`config.mk`:
```
export PLATFORM = sky130hd
export DESIGN_NAME = fpcs_host
export DESIGN_NICKNAME = d
export VERILOG_FILES = /design/src/rtl/fpcs_pkg.sv /design/src/rtl/fpcs_bus_cycle.sv /design/src/rtl/fpcs_host.sv
export SDC_FILE = /design/constraint.sdc
export NUM_CORES = 1
export LEC_CHECK = 0
export BUFFER_PORTS_ARGS = -buffer_cell sky130_fd_sc_hd__buf_2
export CELL_PAD_IN_SITES_DETAIL_PLACEMENT = 2
export CELL_PAD_IN_SITES_GLOBAL_PLACEMENT = 2
export CORE_ASPECT_RATIO = 0.8
export CORE_MARGIN = 3
export CORE_UTILIZATION = 41
export CTS_BUF_LIST = sky130_fd_sc_hd__clkbuf_4 sky130_fd_sc_hd__clkbuf_8
export DETAILED_ROUTE_END_ITERATION = 12
export HOLD_SLACK_MARGIN = 0.06
export PLACE_DENSITY_LB_ADDON = 0.1
export SETUP_SLACK_MARGIN = 0.15
export SYNTH_ARGS = -nofsm -noshare
export SYNTH_HDL_FRONTEND = slang
export SYNTH_SLANG_ARGS = --single-unit
export TNS_END_PERCENT = 30
```
`constraint.sdc`:
```
create_clock -name clk -period 3 [get_ports clk]
set_input_delay 0.6 -clock clk [delete_from_list [all_inputs] [get_ports clk]]
set_output_delay 0.6 -clock clk [all_outputs]
set_load 0.05 [all_outputs]
```
`src/rtl/fpcs_pkg.sv`:
```
// constants, op codes and carrier types of the flash program host controller
package fpcs_pkg;

  // widths of the flash bus and depth of the write buffer
  localparam int ADDR_W = 21;
  localparam int DATA_W = 16;
  localparam int BUF_MAX = 16;

  // clock
  localparam int CLK_NS = 10;

  // pin timing, in ns, and derived clock counts
  localparam int WE_PULSE_NS = 35;
  localparam int DATA_HOLD_NS = 20;
  localparam int READ_ACCESS_NS = 100;
  localparam int RST_LOW_NS = 500;
  localparam int RST_RECOVER_NS = 50;
  localparam int SYNC_STAGES = 2;
  localparam int WE_PULSE_CYC = (WE_PULSE_NS + CLK_NS - 1) / CLK_NS;
  localparam int DATA_HOLD_CYC = (DATA_HOLD_NS + CLK_NS - 1) / CLK_NS;
  localparam int READ_ACCESS_CYC = (READ_ACCESS_NS + CLK_NS - 1) / CLK_NS;
  localparam int RST_LOW_CYC = (RST_LOW_NS + CLK_NS - 1) / CLK_NS;
  localparam int RST_RECOVER_CYC = (RST_RECOVER_NS + CLK_NS - 1) / CLK_NS;

  // documented command codes
  localparam logic [DATA_W-1:0] CMD_BYPASS_ENTER = 16'h0020;
  localparam logic [DATA_W-1:0] CMD_BYPASS_PROG = 16'h00a0;
  localparam logic [DATA_W-1:0] CMD_BYPASS_EXIT1 = 16'h0090;
  localparam logic [DATA_W-1:0] CMD_BYPASS_EXIT2 = 16'h0000;

  // status bit positions read back from the flash
  localparam int DATA_POLLING_BIT = 7;
  localparam int TOGGLE_STATUS_BIT = 6;
  localparam int TIMEOUT_ERROR_BIT = 5;
  localparam int BUFFER_ABORT_BIT = 1;

  // register map of the controller
  localparam logic [7:0] REG_CTRL = 8'h00;
  localparam logic [7:0] REG_ADDR = 8'h04;
  localparam logic [7:0] REG_DATA = 8'h08;
  localparam logic [7:0] REG_COUNT = 8'h0c;
  localparam logic [7:0] REG_BUFIDX = 8'h10;
  localparam logic [7:0] REG_BUFDATA = 8'h14;
  localparam logic [7:0] REG_STATUS = 8'h18;
  localparam logic [7:0] REG_RDATA = 8'h1c;

  // status register fields
  localparam int ST_BUSY = 0;
  localparam int ST_BYPASS = 1;
  localparam int ST_SECURED = 2;
  localparam int ST_ACCEL = 3;
  localparam int ST_TIMEOUT = 4;
  localparam int ST_ABORT = 5;
  localparam int ST_REFUSED = 6;
  localparam int ST_DONE = 7;

  // operations written to the control register
  localparam logic [3:0] OP_WORD = 4'h1;
  localparam logic [3:0] OP_BYP_ENTER = 4'h2;
  localparam logic [3:0] OP_BYP_PROG = 4'h3;
  localparam logic [3:0] OP_BYP_EXIT = 4'h4;
  localparam logic [3:0] OP_BUF_PROG = 4'h5;
  localparam logic [3:0] OP_SEC_ENTER = 4'h6;
  localparam logic [3:0] OP_SEC_EXIT = 4'h7;
  localparam logic [3:0] OP_RESET = 4'h8;
  localparam logic [3:0] OP_ABORT_RESET = 4'h9;
  localparam logic [3:0] OP_ACC_ON = 4'ha;
  localparam logic [3:0] OP_ACC_OFF = 4'hb;
  localparam logic [3:0] OP_READ = 4'hc;
  localparam logic [3:0] OP_HW_RESET = 4'hd;

  // pins driven towards the flash
  typedef struct packed {
    logic [ADDR_W-1:0] addr;
    logic [DATA_W-1:0] dq;
    logic dqOe_n;
    logic we_n;
    logic ce_n;
    logic oe_n;
  } fpcs_pins_t;

  // one bus cycle of a command sequence
  typedef struct packed {
    logic last;
    logic wr;
    logic [ADDR_W-1:0] addr;
    logic [DATA_W-1:0] data;
  } fpcs_cycle_t;

endpackage

```
`src/rtl/fpcs_bus_cycle.sv`:
```
// one asynchronous write or read cycle on the flash pins
`timescale 1ns/1ps
`default_nettype none
module fpcs_bus_cycle import fpcs_pkg::*; (
  // clock and reset
  input wire logic clk,
  input wire logic rst_n,
  input wire logic en,
  // request
  input wire logic start,
  input wire fpcs_cycle_t cyc,
  output logic done,
  output logic [DATA_W-1:0] rdata,
  // flash pins
  input wire logic [DATA_W-1:0] dqIn,
  output fpcs_pins_t pins
);

  typedef enum logic [2:0] {P_IDLE, P_SETUP, P_STROBE, P_HOLD, P_READ} fpcs_phase_t;

  typedef struct packed {
    fpcs_phase_t ph;
    logic [7:0] cnt;
    logic isWr;
    logic done;
    logic [DATA_W-1:0] rdata;
    logic [DATA_W-1:0] sync1;
    logic [DATA_W-1:0] sync2;
    fpcs_pins_t pins;
  } fpcs_bus_state_t;

  localparam fpcs_pins_t PINS_IDLE = '{addr: '0, dq: '0, dqOe_n: 1'b1, we_n: 1'b1,
                                       ce_n: 1'b1, oe_n: 1'b1};

  fpcs_bus_state_t s;
  fpcs_bus_state_t next_s;

  always_comb begin
    next_s = s;
    next_s.done = 1'b0;
    next_s.sync1 = dqIn;
    next_s.sync2 = s.sync1;
    unique case (s.ph)
      P_IDLE: begin
        if (start) begin
          // address settles one cycle before the strobe falls
          next_s.pins.addr = cyc.addr;
          next_s.pins.ce_n = 1'b0;
          next_s.pins.dq = cyc.data;
          next_s.pins.dqOe_n = ~cyc.wr;
          next_s.isWr = cyc.wr;
          next_s.ph = P_SETUP;
        end
      end
      P_SETUP: begin
        if (s.isWr) begin
          next_s.pins.we_n = 1'b0;
          next_s.cnt = 8'(WE_PULSE_CYC - 1);
          next_s.ph = P_STROBE;
        end else begin
          next_s.pins.oe_n = 1'b0;
          next_s.cnt = 8'(READ_ACCESS_CYC + SYNC_STAGES);
          next_s.ph = P_READ;
        end
      end
      P_STROBE: begin
        if (s.cnt == 8'h00) begin
          // data held past the rising strobe edge
          next_s.pins.we_n = 1'b1;
          next_s.cnt = 8'(DATA_HOLD_CYC - 1);
          next_s.ph = P_HOLD;
        end else begin
          next_s.cnt = s.cnt - 8'h01;
        end
      end
      P_HOLD: begin
        if (s.cnt == 8'h00) begin
          next_s.pins.ce_n = 1'b1;
          next_s.pins.dqOe_n = 1'b1;
          next_s.done = 1'b1;
          next_s.ph = P_IDLE;
        end else begin
          next_s.cnt = s.cnt - 8'h01;
        end
      end
      P_READ: begin
        if (s.cnt == 8'h00) begin
          next_s.rdata = s.sync2;
          next_s.pins.oe_n = 1'b1;
          next_s.pins.ce_n = 1'b1;
          next_s.done = 1'b1;
          next_s.ph = P_IDLE;
        end else begin
          next_s.cnt = s.cnt - 8'h01;
        end
      end
      default: next_s.ph = P_IDLE;
    endcase
  end

  always_ff @(posedge clk or negedge rst_n) begin
    if (!rst_n) begin
      s <= '{ph: P_IDLE, cnt: 8'h00, isWr: 1'b0, done: 1'b0, rdata: '0, sync1: '0,
             sync2: '0, pins: PINS_IDLE};
    end else if (en) begin
      s <= next_s;
    end
  end

  assign done = s.done;
  assign rdata = s.rdata;
  assign pins = s.pins;

endmodule
`default_nettype wire

```
`src/rtl/fpcs_host.sv`:
```
// host controller issuing program command sequences to a nor flash
`timescale 1ns/1ps
`default_nettype none
module fpcs_host import fpcs_pkg::*; #(
  parameter int BUF_WORDS = BUF_MAX,
  parameter int POLL_LIMIT = 65535,
  parameter logic [ADDR_W-1:0] UNLOCK_ADDR1 = 21'h000111,
  parameter logic [ADDR_W-1:0] UNLOCK_ADDR2 = 21'h000222,
  parameter logic [DATA_W-1:0] UNLOCK_DATA1 = 16'h0011,
  parameter logic [DATA_W-1:0] UNLOCK_DATA2 = 16'h0022,
  parameter logic [DATA_W-1:0] PROG_SETUP = 16'h0033,
  parameter logic [DATA_W-1:0] BUF_LOAD = 16'h0044,
  parameter logic [DATA_W-1:0] BUF_CONFIRM = 16'h0055,
  parameter logic [DATA_W-1:0] SEC_ENTER = 16'h0066,
  parameter logic [DATA_W-1:0] SEC_EXIT1 = 16'h0077,
  parameter logic [DATA_W-1:0] SEC_EXIT2 = 16'h0000,
  parameter logic [DATA_W-1:0] RESET_CMD = 16'h0088
) (
  // clock and reset
  input wire logic clk,
  input wire logic rst_n,
  input wire logic en,
  // register port
  input wire logic [7:0] regAddr,
  input wire logic [31:0] regWdata,
  input wire logic regWr,
  input wire logic regRd,
  output logic [31:0] regRdata,
  // flash pins
  input wire logic [DATA_W-1:0] flashDqIn,
  output fpcs_pins_t flashPins,
  output logic flashReset_n,
  output logic accHighVoltage
);

  if (BUF_WORDS < 1 || BUF_WORDS > BUF_MAX) begin : gBufCheck
    $error("BUF_WORDS out of range");
  end
  if (POLL_LIMIT < 2 || POLL_LIMIT > 65535) begin : gPollCheck
    $error("POLL_LIMIT out of range");
  end

  typedef enum logic [2:0] {S_IDLE, S_ISSUE, S_WAIT, S_RST_LOW, S_RST_WAIT} fpcs_host_state_t;

  typedef struct packed {
    fpcs_host_state_t st;
    logic [3:0] op;
    logic [4:0] step;
    logic [ADDR_W-1:0] addr;
    logic [DATA_W-1:0] data;
    logic [7:0] count;
    logic [3:0] bufIdx;
    logic bypass;
    logic secured;
    logic accHigh;
    logic timeoutErr;
    logic bufAbort;
    logic refused;
    logic opDone;
    logic polling;
    logic pollSecond;
    logic [15:0] pollCnt;
    logic [DATA_W-1:0] prevPoll;
    logic [DATA_W-1:0] readData;
    logic [15:0] timer;
    logic resetN;
    logic start;
    fpcs_cycle_t cyc;
    logic [31:0] rdata;
  } fpcs_host_reg_t;

  fpcs_host_reg_t s;
  fpcs_host_reg_t next_s;
  logic [DATA_W-1:0] bufMem [BUF_MAX];
  logic cycDone;
  logic [DATA_W-1:0] cycRdata;
  fpcs_cycle_t seqCyc;

  // which operations are legal in the current mode
  function automatic logic opLegal(input logic [3:0] op, input logic byp, input logic sec,
                                   input logic acc, input logic [7:0] cnt);
    logic ok;
    ok = 1'b0;
    unique case (op)
      OP_WORD, OP_SEC_ENTER, OP_SEC_EXIT, OP_RESET: ok = !byp;
      OP_BUF_PROG: ok = !byp && (cnt < 8'(BUF_WORDS));
      OP_BYP_ENTER, OP_ACC_ON: ok = !byp && !sec;
      OP_BYP_PROG: ok = byp && !sec;
      OP_BYP_EXIT: ok = byp && !acc;
      OP_ACC_OFF: ok = acc;
      OP_ABORT_RESET, OP_READ, OP_HW_RESET: ok = 1'b1;
      default: ok = 1'b0;
    endcase
    return ok;
  endfunction

  function automatic fpcs_cycle_t wrCyc(input logic last, input logic [ADDR_W-1:0] a,
                                        input logic [DATA_W-1:0] d);
    return '{last: last, wr: 1'b1, addr: a, data: d};
  endfunction

  // bus cycle for a given step of an operation
  function automatic fpcs_cycle_t stepCyc(input logic [3:0] op, input logic [4:0] step,
                                          input logic [ADDR_W-1:0] a,
                                          input logic [DATA_W-1:0] d,
                                          input logic [7:0] cnt,
                                          input logic [DATA_W-1:0] bufWord);
    fpcs_cycle_t c;
    logic [4:0] dataEnd;
    c = wrCyc(1'b1, a, d);
    dataEnd = 5'(cnt[3:0]) + 5'h04;
    if (op == OP_READ) begin
      c = '{last: 1'b1, wr: 1'b0, addr: a, data: '0};
    end else if (op == OP_RESET) begin
      c = wrCyc(1'b1, a, RESET_CMD);
    end else if (op == OP_BYP_PROG) begin
      c = (step == 5'h00) ? wrCyc(1'b0, UNLOCK_ADDR1, CMD_BYPASS_PROG)
                          : wrCyc(1'b1, a, d);
    end else if (op == OP_BYP_EXIT) begin
      c = (step == 5'h00) ? wrCyc(1'b0, a, CMD_BYPASS_EXIT1)
                          : wrCyc(1'b1, a, CMD_BYPASS_EXIT2);
    end else if (step == 5'h00) begin
      c = wrCyc(1'b0, UNLOCK_ADDR1, UNLOCK_DATA1);
    end else if (step == 5'h01) begin
      c = wrCyc(1'b0, UNLOCK_ADDR2, UNLOCK_DATA2);
    end else begin
      unique case (op)
        OP_WORD: begin
          c = (step == 5'h02) ? wrCyc(1'b0, UNLOCK_ADDR1, PROG_SETUP)
                              : wrCyc(1'b1, a, d);
        end
        OP_BYP_ENTER: c = wrCyc(1'b1, UNLOCK_ADDR1, CMD_BYPASS_ENTER);
        OP_SEC_ENTER: c = wrCyc(1'b1, UNLOCK_ADDR1, SEC_ENTER);
        OP_SEC_EXIT: begin
          c = (step == 5'h02) ? wrCyc(1'b0, UNLOCK_ADDR1, SEC_EXIT1)
                              : wrCyc(1'b1, a, SEC_EXIT2);
        end
        OP_ABORT_RESET: c = wrCyc(1'b1, UNLOCK_ADDR1, RESET_CMD);
        OP_BUF_PROG: begin
          if (step == 5'h02) begin
            c = wrCyc(1'b0, a, BUF_LOAD);
          end else if (step == 5'h03) begin
            c = wrCyc(1'b0, a, {8'h00, cnt});
          end else if (step <= dataEnd) begin
            // page kept from the start address, index in the low bits
            c = wrCyc(1'b0, {a[ADDR_W-1:4], 4'(step - 5'h04)}, bufWord);
          end else begin
            c = wrCyc(1'b1, a, BUF_CONFIRM);
          end
        end
        default: c = wrCyc(1'b1, a, d);
      endcase
    end
    return c;
  endfunction

  always_comb begin
    seqCyc = stepCyc(s.op, s.step, s.addr, s.data, s.count, bufMem[4'(s.step - 5'h04)]);
  end

  always_comb begin
    next_s = s;
    next_s.start = 1'b0;
    next_s.rdata = 32'h00000000;

    // register reads, answered one cycle later
    if (regRd) begin
      unique case (regAddr)
        REG_ADDR: next_s.rdata = 32'(s.addr);
        REG_DATA: next_s.rdata = 32'(s.data);
        REG_COUNT: next_s.rdata = 32'(s.count);
        REG_BUFIDX: next_s.rdata = 32'(s.bufIdx);
        REG_STATUS: begin
          next_s.rdata[ST_BUSY] = (s.st != S_IDLE);
          next_s.rdata[ST_BYPASS] = s.bypass;
          next_s.rdata[ST_SECURED] = s.secured;
          next_s.rdata[ST_ACCEL] = s.accHigh;
          next_s.rdata[ST_TIMEOUT] = s.timeoutErr;
          next_s.rdata[ST_ABORT] = s.bufAbort;
          next_s.rdata[ST_REFUSED] = s.refused;
          next_s.rdata[ST_DONE] = s.opDone;
        end
        REG_RDATA: next_s.rdata = 32'(s.readData);
        default: next_s.rdata = 32'h00000000;
      endcase
    end

    // register writes; parameters frozen while an operation runs
    if (regWr && s.st == S_IDLE) begin
      unique case (regAddr)
        REG_ADDR: next_s.addr = regWdata[ADDR_W-1:0];
        REG_DATA: next_s.data = regWdata[DATA_W-1:0];
        REG_COUNT: next_s.count = regWdata[7:0];
        REG_BUFIDX: next_s.bufIdx = regWdata[3:0];
        REG_BUFDATA: next_s.bufIdx = s.bufIdx + 4'h1;
        REG_CTRL: begin
          next_s.timeoutErr = 1'b0;
          next_s.bufAbort = 1'b0;
          next_s.opDone = 1'b0;
          next_s.refused = 1'b0;
          next_s.op = regWdata[3:0];
          next_s.step = 5'h00;
          next_s.polling = 1'b0;
          if (!opLegal(regWdata[3:0], s.bypass, s.secured, s.accHigh, s.count)) begin
            next_s.refused = 1'b1;
          end else if (regWdata[3:0] == OP_HW_RESET) begin
            next_s.resetN = 1'b0;
            next_s.timer = 16'(RST_LOW_CYC - 1);
            next_s.st = S_RST_LOW;
          end else if (regWdata[3:0] == OP_ACC_ON) begin
            next_s.accHigh = 1'b1;
            next_s.bypass = 1'b1;
            next_s.opDone = 1'b1;
          end else if (regWdata[3:0] == OP_ACC_OFF) begin
            next_s.accHigh = 1'b0;
            next_s.bypass = 1'b0;
            next_s.opDone = 1'b1;
          end else begin
            next_s.st = S_ISSUE;
          end
        end
        default: next_s.st = s.st;
      endcase
    end

    unique case (s.st)
      S_IDLE: next_s.st = next_s.st;
      S_ISSUE: begin
        next_s.cyc = seqCyc;
        next_s.start = 1'b1;
        next_s.st = S_WAIT;
      end
      S_WAIT: begin
        if (cycDone && s.polling) begin
          // two reads compared; a steady toggle bit means done
          next_s.prevPoll = cycRdata;
          next_s.pollCnt = s.pollCnt + 16'h0001;
          if (!s.pollSecond) begin
            next_s.pollSecond = 1'b1;
            next_s.start = 1'b1;
          end else if (cycRdata[TOGGLE_STATUS_BIT] == s.prevPoll[TOGGLE_STATUS_BIT]) begin
            next_s.st = S_IDLE;
            next_s.opDone = 1'b1;
            next_s.readData = cycRdata;
          end else if (s.prevPoll[TIMEOUT_ERROR_BIT] && cycRdata[TIMEOUT_ERROR_BIT]) begin
            next_s.timeoutErr = 1'b1;
            next_s.st = S_IDLE;
          end else if (s.op == OP_BUF_PROG && cycRdata[BUFFER_ABORT_BIT]) begin
            next_s.bufAbort = 1'b1;
            next_s.st = S_IDLE;
          end else if (s.pollCnt >= 16'(POLL_LIMIT)) begin
            next_s.timeoutErr = 1'b1;
            next_s.st = S_IDLE;
          end else begin
            next_s.start = 1'b1;
          end
        end else if (cycDone) begin
          if (!s.cyc.last) begin
            next_s.step = s.step + 5'h01;
            next_s.st = S_ISSUE;
          end else if (s.op == OP_WORD || s.op == OP_BYP_PROG || s.op == OP_BUF_PROG) begin
            next_s.polling = 1'b1;
            next_s.pollSecond = 1'b0;
            next_s.pollCnt = 16'h0000;
            next_s.start = 1'b1;
            next_s.cyc.wr = 1'b0;
            next_s.cyc.addr = (s.op == OP_BUF_PROG) ? {s.addr[ADDR_W-1:4], s.count[3:0]}
                                                     : s.addr;
          end else begin
            next_s.st = S_IDLE;
            next_s.opDone = 1'b1;
            unique case (s.op)
              OP_BYP_ENTER: next_s.bypass = 1'b1;
              OP_BYP_EXIT: next_s.bypass = 1'b0;
              OP_SEC_ENTER: next_s.secured = 1'b1;
              OP_SEC_EXIT: next_s.secured = 1'b0;
              OP_READ: next_s.readData = cycRdata;
              default: next_s.bypass = s.bypass;
            endcase
          end
        end
      end
      S_RST_LOW: begin
        if (s.timer == 16'h0000) begin
          next_s.resetN = 1'b1;
          next_s.timer = 16'(RST_RECOVER_CYC - 1);
          next_s.st = S_RST_WAIT;
        end else begin
          next_s.timer = s.timer - 16'h0001;
        end
      end
      S_RST_WAIT: begin
        if (s.timer == 16'h0000) begin
          // device back in read mode; only the pin keeps bypass
          next_s.bypass = s.accHigh;
          next_s.secured = 1'b0;
          next_s.opDone = 1'b1;
          next_s.st = S_IDLE;
        end else begin
          next_s.timer = s.timer - 16'h0001;
        end
      end
      default: next_s.st = S_IDLE;
    endcase
  end

  always_ff @(posedge clk or negedge rst_n) begin
    if (!rst_n) begin
      s <= '{st: S_IDLE, op: 4'h0, step: 5'h00, addr: '0, data: '0, count: 8'h00,
             bufIdx: 4'h0, bypass: 1'b0, secured: 1'b0, accHigh: 1'b0, timeoutErr: 1'b0,
             bufAbort: 1'b0, refused: 1'b0, opDone: 1'b0, polling: 1'b0,
             pollSecond: 1'b0, pollCnt: 16'h0000, prevPoll: '0, readData: '0,
             timer: 16'h0000, resetN: 1'b1, start: 1'b0, cyc: '0, rdata: 32'h00000000};
    end else if (en) begin
      s <= next_s;
    end
  end

  always_ff @(posedge clk) begin
    if (en && regWr && regAddr == REG_BUFDATA && s.st == S_IDLE) begin
      bufMem[s.bufIdx] <= regWdata[DATA_W-1:0];
    end
  end

  fpcs_bus_cycle u_cycle (
    .clk(clk),
    .rst_n(rst_n),
    .en(en),
    .start(s.start),
    .cyc(s.cyc),
    .done(cycDone),
    .rdata(cycRdata),
    .dqIn(flashDqIn),
    .pins(flashPins)
  );

  assign regRdata = s.rdata;
  assign flashReset_n = s.resetN;
  assign accHighVoltage = s.accHigh;

endmodule
`default_nettype wire

```
# Word-level counts from Yosys, hierarchy flattened

Memories as Yosys holds them, arrays and structs flattened.
Cells that the tools add are included.

Word-level logic and storage cells: 322
RAM bits: 256
Memories: 1
Input port bits: 61
Bits in registers: 309

Memories:

| name   | depth | width | read ports | clocked after memory_dff | write ports | line            | text |
|---|---|---|---|---|---|---|---|
| bufMem | 16    | 16    | 1          | 0                        | 1           | fpcs_host.sv:74 | `logic [DATA_W-1:0] bufMem [BUF_MAX];` |

Muxes and demuxes: 146
Bitwise gates (word level): 2
Order comparisons: 3
Equal/unequal tests: 61
Reduce and logical (&&, ||, !) cells: 62
Add/subtract/negate cells: 7

Operators by type and width:

| operator                                                        | number |
|---|---|
| 39-bit two-way mux                                              | 13 |
| 39-bit one-hot mux with 6 select lines                          | 1 |
| 16-bit two-way mux                                              | 11 |
| 17-bit two-way mux                                              | 6 |
| 22-bit two-way mux                                              | 4 |
| 62-bit two-way mux                                              | 1 |
| 3-bit two-way mux                                               | 19 |
| 50-bit two-way mux                                              | 1 |
| 8-bit one-hot mux with 6 select lines                           | 1 |
| 1-bit two-way mux                                               | 44 |
| 22-bit one-hot mux with 2 select lines                          | 1 |
| 21-bit two-way mux                                              | 2 |
| 13-bit one-hot mux with 3 select lines                          | 1 |
| 19-bit two-way mux                                              | 2 |
| 4-bit == test, second input constant                            | 9 |
| 4-bit by 3-bit == test with 1-bit output, second input constant | 8 |
| 8-bit by 5-bit == test with 1-bit output, second input constant | 4 |
| 16-bit one-hot mux with 2 select lines                          | 1 |
| 5-bit two-way mux                                               | 6 |
| 3-bit AND reduction                                             | 9 |
| 8-bit two-way mux                                               | 3 |
| 8-bit one-hot mux with 3 select lines                           | 1 |
| 2-bit nonzero test                                              | 11 |
| 2-bit two-way mux                                               | 10 |
| other kinds (52)                                                | 112 |

# Longest topological paths before layout

Depth after elaboration: 15
Gate-level depth with buffers: 14
Depth with buffers taken out: 9

# Modules after synthesis

A second synthesis with hierarchy kept.

Cell total of the unflattened synthesis: 1849
Area total of the unflattened synthesis: 24832.6 sq um

Modules (own cells, without submodules):

| module         | cells each | area each (sq um) | sequential area each (sq um) | times used |
|---|---|---|---|---|
| fpcs_host      | 1482       | 20099.3           | 12243.0                      | 1 |
| fpcs_bus_cycle | 367        | 4733.3            | 2557.5                       | 1 |

# Worst setup path before layout

OpenSTA, ideal clock, no wires.

Path kind: flip-flop to flip-flop
Start: register s[196] in the netlist's numbering
End: register s[58] in the netlist's numbering
Buffers on the path: 5
Required time: 2.935 ns
Cell stages (with the launch flop): 14
Arrival: 2.906 ns
Setup slack: 0.028 ns
Clock period less this slack: 2.972 ns
Cell sequence: dfrtp_1 buf_2 buf_2 buf_1 inv_1 ha_1 and3b_1 clkbuf_1 nor2_1 nor2_1 o311a_1 nor2_1 buf_2 a22o_1

Longest elaborated chain between the ends: 11
Elaborated cells on any way between the ends: 17
Classes of those cells: eq/ne (3); mux (13); reduce/logical (1)

Ends and longest elaborated chain:

| element                                  | line             | text |
|---|---|---|
| from (decl)                              | fpcs_host.sv:72  | `fpcs_host_reg_t s;` |
| from (signal assigned)                   | fpcs_host.sv:309 | `s <= '{st: S_IDLE, op: 4'h0, step: 5'h00, addr: '0, data: '0, count: 8'h00,` |
| from (signal assigned)                   | fpcs_host.sv:315 | `s <= next_s;` |
| 5-bit by 2-bit == test with 1-bit output | fpcs_host.sv:142 | `end else if (step == 5'h03) begin` |
| 39-bit two-way mux                       | fpcs_host.sv:142 |  |
| 39-bit two-way mux                       | fpcs_host.sv:140 | `if (step == 5'h02) begin` |
| 39-bit one-hot mux with 6 select lines   | fpcs_host.sv:127 | `unique case (op)` |
| 39-bit two-way mux                       | fpcs_host.sv:124 | `end else if (step == 5'h01) begin` |
| 39-bit two-way mux                       | fpcs_host.sv:122 | `end else if (step == 5'h00) begin` |
| 39-bit two-way mux                       | fpcs_host.sv:119 | `end else if (op == OP_BYP_EXIT) begin` |
| 39-bit two-way mux *                     | fpcs_host.sv:116 | `end else if (op == OP_BYP_PROG) begin` |
| 39-bit two-way mux *                     | fpcs_host.sv:114 | `end else if (op == OP_RESET) begin` |
| 39-bit two-way mux *                     | fpcs_host.sv:112 | `if (op == OP_READ) begin` |
| 22-bit one-hot mux with 2 select lines * | fpcs_host.sv:226 | `unique case (s.st)` |

Every way passes the cells marked *; elsewhere a longest branch is shown, timed or not.
A chain may end at the register's enable or synchronous reset.

# Worst setup path after layout

Start: register s[198] in the netlist's numbering
End: register s[39] in the netlist's numbering

Longest elaborated chain between the ends: 12
Elaborated cells on any way between the ends: 20
Classes of those cells: add/sub (1); order compare (1); eq/ne (3); mux (13); reduce/logical (1); memory (1)

Ends and longest elaborated chain:

| element                                     | line             | text |
|---|---|---|
| 4-bit by 3-bit subtractor with 4-bit output | fpcs_host.sv:158 | `seqCyc = stepCyc(s.op, s.step, s.addr, s.data, s.count, bufMem[4'(s.step - 5'h04)]);` |
| memory read 16 x 16 bit                     | --               |  |
| 39-bit two-way mux                          | fpcs_host.sv:144 | `end else if (step <= dataEnd) begin` |
| 39-bit two-way mux                          | fpcs_host.sv:142 |  |
| 39-bit two-way mux                          | fpcs_host.sv:140 |  |
| 39-bit one-hot mux with 6 select lines      | fpcs_host.sv:127 |  |
| 39-bit two-way mux                          | fpcs_host.sv:124 |  |
| 39-bit two-way mux                          | fpcs_host.sv:122 |  |
| 39-bit two-way mux                          | fpcs_host.sv:119 |  |
| 39-bit two-way mux *                        | fpcs_host.sv:116 |  |
| 39-bit two-way mux *                        | fpcs_host.sv:114 |  |
| 39-bit two-way mux *                        | fpcs_host.sv:112 |  |

Marked as above.

==> run_summary.xml <==
<?xml version="1.0" encoding="UTF-8"?>
<metrics>
  <group name="synth">
    <metric name="synth_largest_type_area_fraction" unit="%">31.6</metric>
    <metric name="synth.cell_area" unit="µm²">24400</metric>
    <metric name="synth.avg_cell_area" unit="µm²">13.1</metric>
    <metric name="netlist-cell-type-count" unit="">91</metric>
    <metric name="synth.yosys.warnings" unit="">0</metric>
    <metric name="synth_cells" unit="">1854</metric>
    <metric name="async_flop_share" unit="%">52.6</metric>
    <metric name="yosysMostFrequentCell" unit="">dfrtp_1</metric>
    <metric name="post-synth-top-area-cell" unit="">edfxtp_1</metric>
    <metric name="synth.ff_latch_count" unit="">540</metric>
    <metric name="synth.top_cells.by_area" unit="">edfxtp_1 32%, dfrtp_1 29%, mux4_2 6.9%</metric>
    <metric name="synth-seq-area-share" unit="%">60.8</metric>
    <metric name="synth-edff-count" unit="">256</metric>
    <metric name="synthTopCellsByCount" unit="">279 x dfrtp_1, 256 x edfxtp_1, 234 x nand2_1</metric>
    <metric name="synth-main-ff-cell" unit="">dfrtp_1</metric>
  </group>
  <group name="global_route">
    <metric name="first_global_vias" unit="">18143</metric>
    <metric name="grt-ovfl-total" unit="">0</metric>
    <metric name="grtUsageTotal" unit="%">25.4</metric>
    <metric name="grt_max_degree" unit="">64</metric>
    <metric name="wire_length_of_the_first_global_routing_pass" unit="µm">119000</metric>
    <metric name="antenna_violations_before_repair" unit="">3</metric>
  </group>
  <group name="clock_network">
    <metric name="path_clk_slew" unit="ns">0.06</metric>
    <metric name="clock_tree_from_tritoncts" unit="">done</metric>
    <metric name="numClockSinks" unit="">540</metric>
    <metric name="post_cts.repair.setup_buffers" unit="">0</metric>
    <metric name="ctsLongestPathBuffers" unit="">3</metric>
    <metric name="cts_made_buffers" unit="">90</metric>
    <metric name="clk_root_buffer_cell" unit="">clkbuf_8</metric>
    <metric name="clkLatencyLatePin" unit="ns">0.73</metric>
    <metric name="ctsHtreeMaxLevel" unit="">3</metric>
  </group>
  <group name="final_layout">
    <metric name="multi_input_comb_area" unit="µm²">8570</metric>
    <metric name="final_layout_size_suffix_gt1_share" unit="%">29.3</metric>
    <metric name="syn_to_final_growth" unit="%">15.3</metric>
    <metric name="final_nets" unit="">2087</metric>
    <metric name="area.sequential" unit="µm²">14800</metric>
    <metric name="antenna_cells_inserted" unit="">0</metric>
    <metric name="fill_cells" unit="">5676</metric>
    <metric name="fin_cells" unit="">2850</metric>
  </group>
  <group name="power_and_ir_drop">
    <metric name="power.leakage" unit="µW">0.0116</metric>
    <metric name="pwr_density_cell" unit="nW/µm²">696</metric>
    <metric name="worst_ir_drop_vdd" unit="mV">0.324</metric>
    <metric name="design_power_total" unit="µW">19500</metric>
  </group>
  <group name="place">
    <metric name="hpwlAfterDp" unit="µm">53600</metric>
    <metric name="port_buffers" unit="">113</metric>
    <metric name="gp_routability_congestion" unit="">0.885</metric>
    <metric name="post-place-cells" unit="">2679</metric>
  </group>
  <group name="worst_setup_path">
    <metric name="r2r.worst_path.cells" unit="">8</metric>
    <metric name="ff2ff_setup_slack" unit="ns">0.22</metric>
    <metric name="critical_path_required_time" unit="ns">3.60</metric>
    <metric name="criticalPathCategory" unit="">reg -&gt; reg</metric>
    <metric name="worstSetupEndpoint" unit="">s[39]</metric>
    <metric name="setup.worst_path.start_class" unit="">register</metric>
    <metric name="reg2reg_from" unit="">s[198]</metric>
    <metric name="worstSetupStartpoint" unit="">s[198]</metric>
    <metric name="worstSetupEndpointType" unit="">register</metric>
    <metric name="timing.critical_path.fanout_max" unit="">9</metric>
    <metric name="r2r_end" unit="">s[39]</metric>
    <metric name="worst-endpoint-arrival" unit="ns">3.37</metric>
  </group>
  <group name="floorplanning">
    <metric name="core.rowCount" unit="">79</metric>
    <metric name="die_x" unit="µm">279</metric>
    <metric name="ioPinCount" unit="">136</metric>
    <metric name="core_area" unit="µm²">58400</metric>
    <metric name="fp.dieArea" unit="µm²">62400</metric>
    <metric name="initial_utilization" unit="%">41.7</metric>
    <metric name="die_height" unit="µm">224</metric>
  </group>
  <group name="hold_path">
    <metric name="hold_class" unit="">in -&gt; reg</metric>
  </group>
  <group name="detailed_routing">
    <metric name="drt_pre_antenna_iters" unit="">8</metric>
    <metric name="drt-wirelength-per-cell" unit="µm">27.3</metric>
    <metric name="drc" unit="">0</metric>
    <metric name="final_ant_viol_nets" unit="">0</metric>
    <metric name="via_count" unit="">16575</metric>
    <metric name="routed_wl" unit="µm">77800</metric>
    <metric name="route.detailed.vias_per_inst" unit="">5.82</metric>
    <metric name="drt_first_iter_violations" unit="">1358</metric>
  </group>
  <group name="sta">
    <metric name="timing.final.max_slew_violations" unit="">0</metric>
    <metric name="timing.max_slew.rel_slack" unit="%">20.3</metric>
    <metric name="period_minus_slack" unit="ns">2.78</metric>
    <metric name="max_clock_freq" unit="MHz">360</metric>
    <metric name="finalSetupViolations" unit="">0</metric>
    <metric name="tightestPinTransition" unit="ns">1.18</metric>
    <metric name="final.setup_skew" unit="ns">0.0598</metric>
    <metric name="fin_crit_sh" unit="%">92.5</metric>
    <metric name="report.final.hold_viol_count" unit="">0</metric>
    <metric name="grt_setup_unrepaired" unit="">yes</metric>
  </group>
  <group name="run_status">
    <metric name="run_status" unit="">complete, no violations</metric>
  </group>
  <group name="flow_run">
    <metric name="reported_max_cap_violation_count" unit="">0</metric>
  </group>
</metrics>
[routing by layer]
| layer | vias to the layer above | global-route usage [%] | part of all wire (%) | routed length, µm |
|---|---|---|---|---|
| li1 | 7175 | - | - | - |
| met1 | 8792 | 36.8 | 46 | 35800 |
| met2 | 501 | 39.5 | 46 | 35800 |
| met3 | 105 | 5.24 | 6.1 | 4750 |
| met4 | 2 | 5.88 | 1.8 | 1380 |
| met5 | - | 0 | 0.015 | 12 |
[cell type report]
cell class              count  area share [%]
clock buffers             143            6.36
clock inverters            25           0.806
inverters                  36           0.481
multi-input cells        1125            30.5
flip-flops and latches    540            52.7
well taps                 769            3.43
repair buffers            212            5.70
[critical path, cell delays in order (launching register included)]
cell and delay, ns:
dfrtp_1 0.43, inv_1 0.12, ha_1 0.41, nor4bb_2 0.51
o21ai_0 0.19, a221oi_1 0.52, o21ai_0 0.14, a21oi_1 0.20
o21ai_0 0.13
[where the power goes]
part | switching, µW | total [µW] | internal [µW] | leakage [µW]
Combinational | 2070 | 3720 | 1650 | 0.00446
Sequential | 430 | 8610 | 8180 | 0.00605
Clock | 3200 | 7200 | 4000 | 0.00107
[timing repair]
action | 4_1_cts | 5_1_grt
hold buffers | 3 | 0
endpoints found under the setup margin | 27 | 37
hold endpoints to repair | 53 | 0
resized for setup | 1 | 7
[worst min path at each step]
| stage | slack, ns | from | cells after the start | end |
|---|---|---|---|---|
| 2_1_floorplan | 0.30 | rst_n | 0 | accHighVoltage |
| 3_3_place_gp | 0.46 | u_cycle.pins[40] | 2 | u_cycle.pins[40] |
| 3_5_place_dp | 0.46 | u_cycle.pins[28] | 2 | u_cycle.pins[28] |
| 4_1_cts | 0.06 | flashDqIn[0] | 2 | u_cycle.next_s[41] |
| 5_1_grt | 0.08 | flashDqIn[0] | 2 | u_cycle.next_s[41] |
| 6_report | 0.12 | flashDqIn[0] | 2 | u_cycle.next_s[41] |
[cells in the final DEF, fill, tap and decap left out, types with 12 or more instances in the layout]
cell       instances
mux2_2           117
a21oi_1           87
nand3_1           20
buf_4             74
mux4_2            75
o21ai_0           74
a31oi_1           14
o2bb2ai_1         19
clkbuf_8         114
and3_1            12
dfrtp_1          276
and2_1            26
buf_12            22
inv_1             32
ha_1              21
edfxtp_1         256
nor3_1            34
xor2_1            12
nor2_1            85
clkbuf_4          29
a21o_1            13
nand2_1          234
buf_2            112
o31ai_1           19
a22o_1            27
nand2b_1          12
a22oi_1           18
[per-stage QoR]
step	cell area [µm²]	setup TNS (ns)	utilization (%)	worst slack (ns)	hold WS (ns)
floorplan	24400	0	-	0.118	0.304
global placement	26000	0	44.5	0.00897	0.459
detailed placement	26000	-0.146	44.5	-0.0117	0.463
CTS	28000	0	48.0	0.223	0.0633
global route	28100	0	48.1	0.0827	0.0828
finish	28100	0	48.1	0.224	0.124
[state kept, by name (all words and copies together) (netlist names)]
register,flops
bufMem,256
s,159
u_cycle.pins,41
u_cycle.s,28
regRdata,21
u_cycle.next_s,16
u_cycle.rdata,16
accHighVoltage,1
flashReset_n,1
u_cycle.done,1
[logic make-up (layout without fill, tap and decap cells)]
family / count (synthesis) / in the layout / synth area share, %
multiplexers: 203 / 203 / 13.0
adder cells (fa/ha/maj): 22 / 22 / 1.12
XOR/XNOR: 19 / 19 / 0.683
AND/OR/NAND/NOR: 505 / 505 / 9.90
buffers and inverters: 199 / 416 / 4.43
AO/OA/AOI/OAI: 365 / 365 / 10.1
flip-flops: 540 / 540 / 60.8
other: 1 / 11 / 0.0154
(Power assumes the default switching activity.)
